<file path="config.mk">
export PLATFORM = sky130hd
export DESIGN_NAME = ait_auto_sleep_idle_timer
export DESIGN_NICKNAME = d
export VERILOG_FILES = /design/src/inc/ait_pkg.sv /design/src/rtl/ait_period_tick.sv /design/src/rtl/ait_auto_sleep_idle_timer.sv
export SDC_FILE = /design/constraint.sdc
export NUM_CORES = 1
export LEC_CHECK = 0
export BUFFER_PORTS_ARGS = -buffer_cell sky130_fd_sc_hd__buf_4
export CORE_UTILIZATION = 27
export CTS_BUF_LIST = sky130_fd_sc_hd__clkbuf_16
export DETAILED_ROUTE_END_ITERATION = 6
export PLACE_DENSITY = 0.47
export SYNTH_ARGS = -nofsm -noshare
export SYNTH_HDL_FRONTEND = slang
export SYNTH_SLANG_ARGS = --single-unit
</file>
<file path="constraint.sdc">
create_clock -name CLK_IN -period 7.8 [get_ports CLK_IN]
set_input_delay 0.39 -clock CLK_IN [delete_from_list [all_inputs] [get_ports CLK_IN]]
set_output_delay 0.39 -clock CLK_IN [all_outputs]
set_load 0.02 [all_outputs]
</file>
<file path="src/inc/ait_pkg.sv">
// constants, register map and timing for the auto sleep idle timer
// assumes one 200 MHz clock and a byte-wide register port in that domain
//
// Function
// - wake off-time is 12 bits: low byte at 1a, high nibble at 1b
// - one wake off-time step lasts 312.5 us, range 312.5 us to 1.28 s
// - wake measurement period is wake off-time plus decimation-set measure time
// - wake off-time only matters when the wake power field upper bit is set
// - sleep off-time is 12 bits: low byte at 1c, high nibble at 1d
// - sleep off-time only matters when the sleep power field upper bit is set
// - one sleep off-time step lasts 312.5 us, range 312.5 us to 1.28 s
// - sleep measurement period is sleep off-time plus decimation-set measure time
// - enter sleep only after the inactivity count of periods passes without activity
// - inactivity counter steps once per wake output period, flexible or not
// - a zero inactivity count disables automatic wake and sleep switching
// - wake state uses wake power, rate, decimation and off-time settings
// - sleep state uses sleep power, rate, decimation and off-time settings
// - activity sources are enabled by bits from two configuration registers
// - enabled activity sources also wake from sleep, except the buffer flag
// - buffer flag clear only delays sleep and never wakes the device
// - an enabled event in sleep returns to wake at once
// - inactivity count bits 7..0 sit in the low count register at 1e
// - inactivity count bits 11..8 sit in bits 3..0 of register 1f
// - with buffer hold-off set, a buffer flag clear restarts the inactivity timer

package ait_pkg;

   // ----------------------------------------------------------------
   // register map
   // ----------------------------------------------------------------
   localparam logic [7:0] ADDR_WAKE_OFF_LOW = 8'h1a;
   localparam logic [7:0] ADDR_WAKE_OFF_HIGH = 8'h1b;
   localparam logic [7:0] ADDR_SLEEP_OFF_LOW = 8'h1c;
   localparam logic [7:0] ADDR_SLEEP_OFF_HIGH = 8'h1d;
   localparam logic [7:0] ADDR_INACT_LOW = 8'h1e;
   localparam logic [7:0] ADDR_INACT_HIGH = 8'h1f;

   localparam logic [7:0] RESET_REG = 8'h00;
   localparam int HIGH_NIBBLE_MSB = 3;
   localparam int FLEX_BIT = 1;

   // ----------------------------------------------------------------
   // timing
   // ----------------------------------------------------------------
   localparam real CLK_MHZ = 200.0;
   localparam real OFF_STEP_TIME_US = 312.5;
   localparam int OFF_STEP_CYCLES = int'(OFF_STEP_TIME_US * CLK_MHZ);
   localparam real MEAS_BASE_TIME_US = 312.5;
   localparam int MEAS_BASE_CYCLES = int'(MEAS_BASE_TIME_US * CLK_MHZ);

   typedef enum logic {
      ST_WAKE,
      ST_SLEEP
   } ait_state_t;

endpackage

</file>
<file path="src/rtl/ait_period_tick.sv">
// repeating period counter that pulses once per measurement period
// assumes the period length is held stable by the caller between restarts
`timescale 1ns/1ps

module ait_period_tick (
   input wire logic CLK_IN,
   input wire logic RESET_N_IN,
   input wire logic restart_in,
   input wire logic [31:0] period_in,
   output logic tick_out
);

   logic [31:0] remain;

   // ----------------------------------------------------------------
   // down counter, reload with latest period on each wrap
   // ----------------------------------------------------------------
   always_ff @(posedge CLK_IN) begin
      if (!RESET_N_IN) begin
         remain <= 32'h0000_0000;
      end else if (restart_in || remain == 32'h0000_0000) begin
         remain <= (period_in == 32'h0000_0000) ? 32'h0000_0000 : period_in - 32'h0000_0001;
      end else begin
         remain <= remain - 32'h0000_0001;
      end
   end

   always_ff @(posedge CLK_IN) begin
      if (!RESET_N_IN) begin
         tick_out <= 1'b0;
      end else begin
         tick_out <= !restart_in && remain == 32'h0000_0001;
      end
   end

endmodule

</file>
<file path="src/rtl/ait_auto_sleep_idle_timer.sv">
// wake and sleep state control with idle-time and inactivity registers
// assumes register port, event levels and config bits come from logic on CLK_IN
`timescale 1ns/1ps

module ait_auto_sleep_idle_timer #(
   parameter int OFF_STEP_CYCLES = ait_pkg::OFF_STEP_CYCLES,
   parameter int MEAS_BASE_CYCLES = ait_pkg::MEAS_BASE_CYCLES
) (
   input wire logic CLK_IN,
   input wire logic RESET_N_IN,
   input wire logic [7:0] REG_ADDR_IN,
   input wire logic [7:0] REG_WDATA_IN,
   input wire logic REG_WR_IN,
   input wire logic REG_RD_IN,
   output logic [7:0] REG_RDATA_OUT,
   input wire logic [1:0] ACTIVE_POWER_SETTING_IN,
   input wire logic [1:0] DORMANT_POWER_SETTING_IN,
   input wire logic [3:0] ACTIVE_OUTPUT_RATE_IN,
   input wire logic [3:0] DORMANT_OUTPUT_RATE_IN,
   input wire logic [2:0] ACTIVE_DECIMATION_IN,
   input wire logic [2:0] DORMANT_DECIMATION_IN,
   input wire logic [2:0] ACTIVITY_SOURCE_CONFIG_IN,
   input wire logic BUFFER_HOLDS_OFF_DORMANCY_IN,
   input wire logic [2:0] ACTIVITY_EVENT_IN,
   input wire logic BUFFER_EVENT_FLAG_CLEAR_IN,
   output logic ACTIVE_STATE_OUT,
   output logic MEAS_TICK_OUT,
   output logic [11:0] INACTIVITY_COUNT_VALUE_OUT
);

   // ----------------------------------------------------------------
   // helpers
   // ----------------------------------------------------------------
   function automatic logic [31:0] period_cycles(input logic [1:0] power,
                                                 input logic [3:0] rate,
                                                 input logic [2:0] dec,
                                                 input logic [11:0] off);
      logic [31:0] off_len;
      logic [31:0] meas_len;
      logic [31:0] rate_len;
      off_len = (32'(off) + 32'h0000_0001) * 32'(OFF_STEP_CYCLES);
      meas_len = 32'(MEAS_BASE_CYCLES) << dec;
      rate_len = 32'(OFF_STEP_CYCLES) << rate;
      if (power[ait_pkg::FLEX_BIT]) begin
         period_cycles = off_len + meas_len;
      end else begin
         period_cycles = rate_len;
      end
   endfunction

   function automatic logic [7:0] nibble_byte(input logic [3:0] n);
      nibble_byte = {4'h0, n};
   endfunction

   // ----------------------------------------------------------------
   // registers
   // ----------------------------------------------------------------
   logic [11:0] wake_off_time;
   logic [11:0] sleep_off_time;
   logic [11:0] inactivity_count;
   logic [11:0] inact_counter;
   ait_pkg::ait_state_t state;
   logic is_active;
   logic tick;
   logic restart_tick;
   logic [31:0] cur_period;
   logic activity_seen;
   logic wake_request;
   logic buffer_hold;
   logic auto_enabled;
   logic [7:0] next_rdata;

   assign is_active = (state == ait_pkg::ST_WAKE);
   assign auto_enabled = (inactivity_count != 12'h000);

   // wake off-time
   always_ff @(posedge CLK_IN) begin
      if (!RESET_N_IN) begin
         wake_off_time <= {4'h0, ait_pkg::RESET_REG};
      end else if (REG_WR_IN && REG_ADDR_IN == ait_pkg::ADDR_WAKE_OFF_LOW) begin
         wake_off_time[7:0] <= REG_WDATA_IN;
      end else if (REG_WR_IN && REG_ADDR_IN == ait_pkg::ADDR_WAKE_OFF_HIGH) begin
         wake_off_time[11:8] <= REG_WDATA_IN[ait_pkg::HIGH_NIBBLE_MSB:0];
      end
   end

   // sleep off-time
   always_ff @(posedge CLK_IN) begin
      if (!RESET_N_IN) begin
         sleep_off_time <= {4'h0, ait_pkg::RESET_REG};
      end else if (REG_WR_IN && REG_ADDR_IN == ait_pkg::ADDR_SLEEP_OFF_LOW) begin
         sleep_off_time[7:0] <= REG_WDATA_IN;
      end else if (REG_WR_IN && REG_ADDR_IN == ait_pkg::ADDR_SLEEP_OFF_HIGH) begin
         sleep_off_time[11:8] <= REG_WDATA_IN[ait_pkg::HIGH_NIBBLE_MSB:0];
      end
   end

   // inactivity count
   always_ff @(posedge CLK_IN) begin
      if (!RESET_N_IN) begin
         inactivity_count <= {4'h0, ait_pkg::RESET_REG};
      end else if (REG_WR_IN && REG_ADDR_IN == ait_pkg::ADDR_INACT_LOW) begin
         inactivity_count[7:0] <= REG_WDATA_IN;
      end else if (REG_WR_IN && REG_ADDR_IN == ait_pkg::ADDR_INACT_HIGH) begin
         inactivity_count[11:8] <= REG_WDATA_IN[ait_pkg::HIGH_NIBBLE_MSB:0];
      end
   end

   // ----------------------------------------------------------------
   // read port, unmapped reads return zero
   // ----------------------------------------------------------------
   always_comb begin
      case (REG_ADDR_IN)
         ait_pkg::ADDR_WAKE_OFF_LOW: next_rdata = wake_off_time[7:0];
         ait_pkg::ADDR_WAKE_OFF_HIGH: next_rdata = nibble_byte(wake_off_time[11:8]);
         ait_pkg::ADDR_SLEEP_OFF_LOW: next_rdata = sleep_off_time[7:0];
         ait_pkg::ADDR_SLEEP_OFF_HIGH: next_rdata = nibble_byte(sleep_off_time[11:8]);
         ait_pkg::ADDR_INACT_LOW: next_rdata = inactivity_count[7:0];
         ait_pkg::ADDR_INACT_HIGH: next_rdata = nibble_byte(inactivity_count[11:8]);
         default: next_rdata = 8'h00;
      endcase
   end

   always_ff @(posedge CLK_IN) begin
      if (!RESET_N_IN) begin
         REG_RDATA_OUT <= 8'h00;
      end else if (REG_RD_IN) begin
         REG_RDATA_OUT <= next_rdata;
      end
   end

   // ----------------------------------------------------------------
   // measurement period of the current state
   // ----------------------------------------------------------------
   always_comb begin
      if (is_active) begin
         cur_period = period_cycles(ACTIVE_POWER_SETTING_IN, ACTIVE_OUTPUT_RATE_IN,
                                    ACTIVE_DECIMATION_IN, wake_off_time);
      end else begin
         cur_period = period_cycles(DORMANT_POWER_SETTING_IN, DORMANT_OUTPUT_RATE_IN,
                                    DORMANT_DECIMATION_IN, sleep_off_time);
      end
   end

   ait_period_tick u_period (
      .CLK_IN(CLK_IN),
      .RESET_N_IN(RESET_N_IN),
      .restart_in(restart_tick),
      .period_in(cur_period),
      .tick_out(tick)
   );

   assign MEAS_TICK_OUT = tick;

   // ----------------------------------------------------------------
   // activity sources
   // ----------------------------------------------------------------
   // detector events gated by their enables
   assign activity_seen = |(ACTIVITY_EVENT_IN & ACTIVITY_SOURCE_CONFIG_IN);
   assign wake_request = activity_seen; // buffer clear never wakes
   assign buffer_hold = BUFFER_HOLDS_OFF_DORMANCY_IN && BUFFER_EVENT_FLAG_CLEAR_IN;

   // ----------------------------------------------------------------
   // inactivity counter
   // ----------------------------------------------------------------
   always_ff @(posedge CLK_IN) begin
      if (!RESET_N_IN) begin
         inact_counter <= 12'h000;
      end else if (!is_active || restart_tick || activity_seen || buffer_hold ||
                   !auto_enabled) begin
         inact_counter <= 12'h000;
      end else if (tick && inact_counter != 12'hfff) begin
         inact_counter <= inact_counter + 12'h001;
      end
   end

   assign INACTIVITY_COUNT_VALUE_OUT = inact_counter;

   // ----------------------------------------------------------------
   // wake and sleep state
   // ----------------------------------------------------------------
   always_ff @(posedge CLK_IN) begin
      if (!RESET_N_IN) begin
         state <= ait_pkg::ST_WAKE;
      end else begin
         case (state)
            ait_pkg::ST_WAKE: begin
               if (auto_enabled && !activity_seen && !buffer_hold &&
                   inact_counter >= inactivity_count) begin
                  state <= ait_pkg::ST_SLEEP;
               end
            end
            ait_pkg::ST_SLEEP: begin
               if (wake_request || !auto_enabled) begin
                  state <= ait_pkg::ST_WAKE;
               end
            end
            default: state <= ait_pkg::ST_WAKE;
         endcase
      end
   end

   // restart the period timer when the state changes
   logic was_active;

   always_ff @(posedge CLK_IN) begin
      if (!RESET_N_IN) begin
         was_active <= 1'b1;
      end else begin
         was_active <= is_active;
      end
   end

   assign restart_tick = (was_active != is_active);
   assign ACTIVE_STATE_OUT = is_active;
endmodule

</file>
==> flow_summary.json <==
{
  "drive_above_1_share_pct": 24.0,
  "rsz0062_at_grt": "true",
  "initial_utilization_pct": 27.3,
  "synthCells": 2120,
  "synthArstFlopShare_pct": 0,
  "setup_tns_ns": 0,
  "globalplace.congestion": 0.907,
  "ys_ff_latch": 91,
  "post-dp-hpwl_um": 45100,
  "endpoint_kind": "register",
  "cpMaxStageDelayCell": "fa_2",
  "avgSynthCellArea_um2": 7.76,
  "die-area_um2": 61900,
  "fin_crit_ns": 7.66,
  "grt_pass1_wl_um": 87900,
  "via_per_inst": 5.04,
  "min-delay-path-class": "input port to register",
  "fillers": 6289,
  "firstDrtPassIters": 5,
  "syn-num-nets": 2505,
  "crit_arrival_ns": 7.89,
  "fin_crit_sh_pct": 98.2,
  "drv_cap": 0,
  "clock-sinks": 91,
  "yosysMostFrequentCell": "ha_1",
  "clock_path_buffers": 2,
  "r2r_setup_slack_ns": 0.14,
  "yosys.cell_types.count": 91,
  "ant_nets": 0,
  "dr_total_vias": 16000,
  "port_buffers": 65,
  "rows": 90,
  "grt_max_degree": 51,
  "setup_viol": 0,
  "final_cell_count_no_fill": 3173,
  "crit_type": "register to register",
  "numCtsBuffers": 9,
  "slew_headroom_pct": 30.3,
  "yosys.area.top_type": "ha_1",
  "slew_viol_final": 0,
  "grt.total_usage_pct": 17.7,
  "synth_top_area_share_pct": 19.8,
  "fin_area_um2": 21300,
  "status": "complete, no violations",
  "drtIter0Drc": 842,
  "fmax_ghz": 0.131,
  "synth-edff-count": 0,
  "cellPowerDensity_nw_per_um2": 88.8,
  "detail_route.wl_per_cell_um": 17.6,
  "power_mw": 1.89,
  "netlist_top_cells_count": "261 x ha_1, 259 x inv_1, 158 x nand2_1",
  "fp.dieH_um": 249,
  "syn_area_um2": 16500,
  "core_region_area_um2": 60200,
  "die_x_um": 249,
  "max_stage_delay_ns": 0.57,
  "final_hold_viol_count": 0,
  "antenna_found_initial": 3,
  "clkLatencyLatePin_ns": 0.41,
  "cp.required_ns": 8.03,
  "ys_seq_area_share_pct": 11.1,
  "first_global_vias": 16000,
  "ctsHtreeMaxLevel": 3,
  "ys_top_cells_by_area": "ha_1 20%, dfxtp_1 11%, fa_1 9.5%",
  "io_pins": 68,
  "yosys_warnings": 0,
  "nNetsFinal": 2770,
  "area_delta_synth_final_pct": 29.4,
  "cts_tree": "built",
  "crit_fanout": 8,
  "skew_ns": 0.0272,
  "routed_wl_um": 55900,
  "postCtsHoldBufs": 0,
  "vdd.ir_drop.worst_uv": 117,
  "clk_pin_slew_ns": 0.08,
  "p_leak_nw": 9.80,
  "drc": 0,
  "startpoint_type": "register",
  "cts_root_buf": "clkbuf_16",
  "fin_util_pct": 35.3,
  "placed_area_um2": 19200,
  "gr-total-overflow": 0,
  "worst_pin_slew_ns": 1.04,
  "placed_cells": 3095,
  "synth_ff_type": "dfxtp_1"
}
## power by group
| group | switching [mW] | internal (mW) |
|---|---|---|
| logic | 0.448 | 0.347 |
| clock network | 0.260 | 0.261 |
| registers | 0.0518 | 0.522 |
| total | 0.761 | 1.13 |
## area by class of cell
class	instances	area [um2]	area share, %
Antenna cell	1	2.50	0.0118
Clock inverter	7	103	0.482
Clock buffer	9	225	1.06
Timing Repair Buffer	336	2640	12.4
Multi-Input combinational cell	1686	14500	68.2
Sequential cell	91	1840	8.65
Inverter	261	982	4.61
Tap cell	782	978	4.59
## per-layer routing
| layer | share of wire [%] | vias to the layer above | track usage (%) |
|---|---|---|---|
| met5 | 0.050 | - | 0 |
| met4 | 2.2 | 4 | 3.83 |
| met3 | 3.4 | 63 | 2.42 |
| met2 | 47 | 299 | 30.5 |
| met1 | 47 | 7666 | 23.4 |
| li1 | - | 7956 | - |
## cells in the final DEF (no fill, tap or decap), types with 62 or more instances in the layout
cell,netlist,routed
a21oi_1,129,104
nand2_1,158,151
nand3_1,70,62
ha_1,261,227
dfxtp_1,91,82
xnor2_1,94,75
fa_1,78,77
buf_4,0,318
nor2_1,131,124
o21ai_0,84,73
inv_1,259,236
## state kept, by name, indices dropped and copies added, names as in the netlist
signal	cells
INACTIVITY_COUNT_VALUE_OUT	12
REG_RDATA_OUT	8
inactivity_count	12
sleep_off_time	12
state	1
u_period.remain	32
u_period.tick_out	1
wake_off_time	12
was_active	1
## per-stage QoR
stage / hold WS [ns] / worst slack (ns)
6_report: 0.285 / 0.139
3_5_place_dp: 0.494 / -0.282
5_1_grt: 0.292 / -0.202
2_1_floorplan: 0.479 / 0.0183
4_1_cts: 0.269 / -0.00730
3_3_place_gp: 0.464 / -0.213
## cell families (layout without fill, tap and decap cells)
kind of cell	after synthesis	in the layout	share of synthesized area, %
simple gates	646	646	20.0
compound gates	493	493	20.0
buf+inv	343	613	8.08
fa+ha+maj	339	339	29.3
xor+xnor	157	157	8.36
flops	91	91	11.1
mux	51	51	3.14
other cells	0	1	0
## worst paths after layout
kind               startpoint             endpoint  cells after the start
max          wake_off_time[0]  u_period.remain[18]                     35
min           REG_WDATA_IN[6]  inactivity_count[6]                      3
max reg2reg  wake_off_time[0]  u_period.remain[18]                     35
min reg2reg  wake_off_time[3]     wake_off_time[3]                      2
## what timing repair did
item,4_1_cts,5_1_grt
endpoints found under the setup margin,32,32
resized for setup,97,138
pin swaps,30,109
buffers inserted,31,31
gates cloned,3,0
## worst max-delay path, delay by kind of cell, from the launching register on
kind            cells  cell delay (ns)
fa+ha+maj           8             2.68
compound gates     10             1.85
simple gates        6             1.57
buf+inv             9             0.76
flops               1             0.37
xor+xnor            2             0.26
No activity file was read; power rests on OpenSTA's default activity.
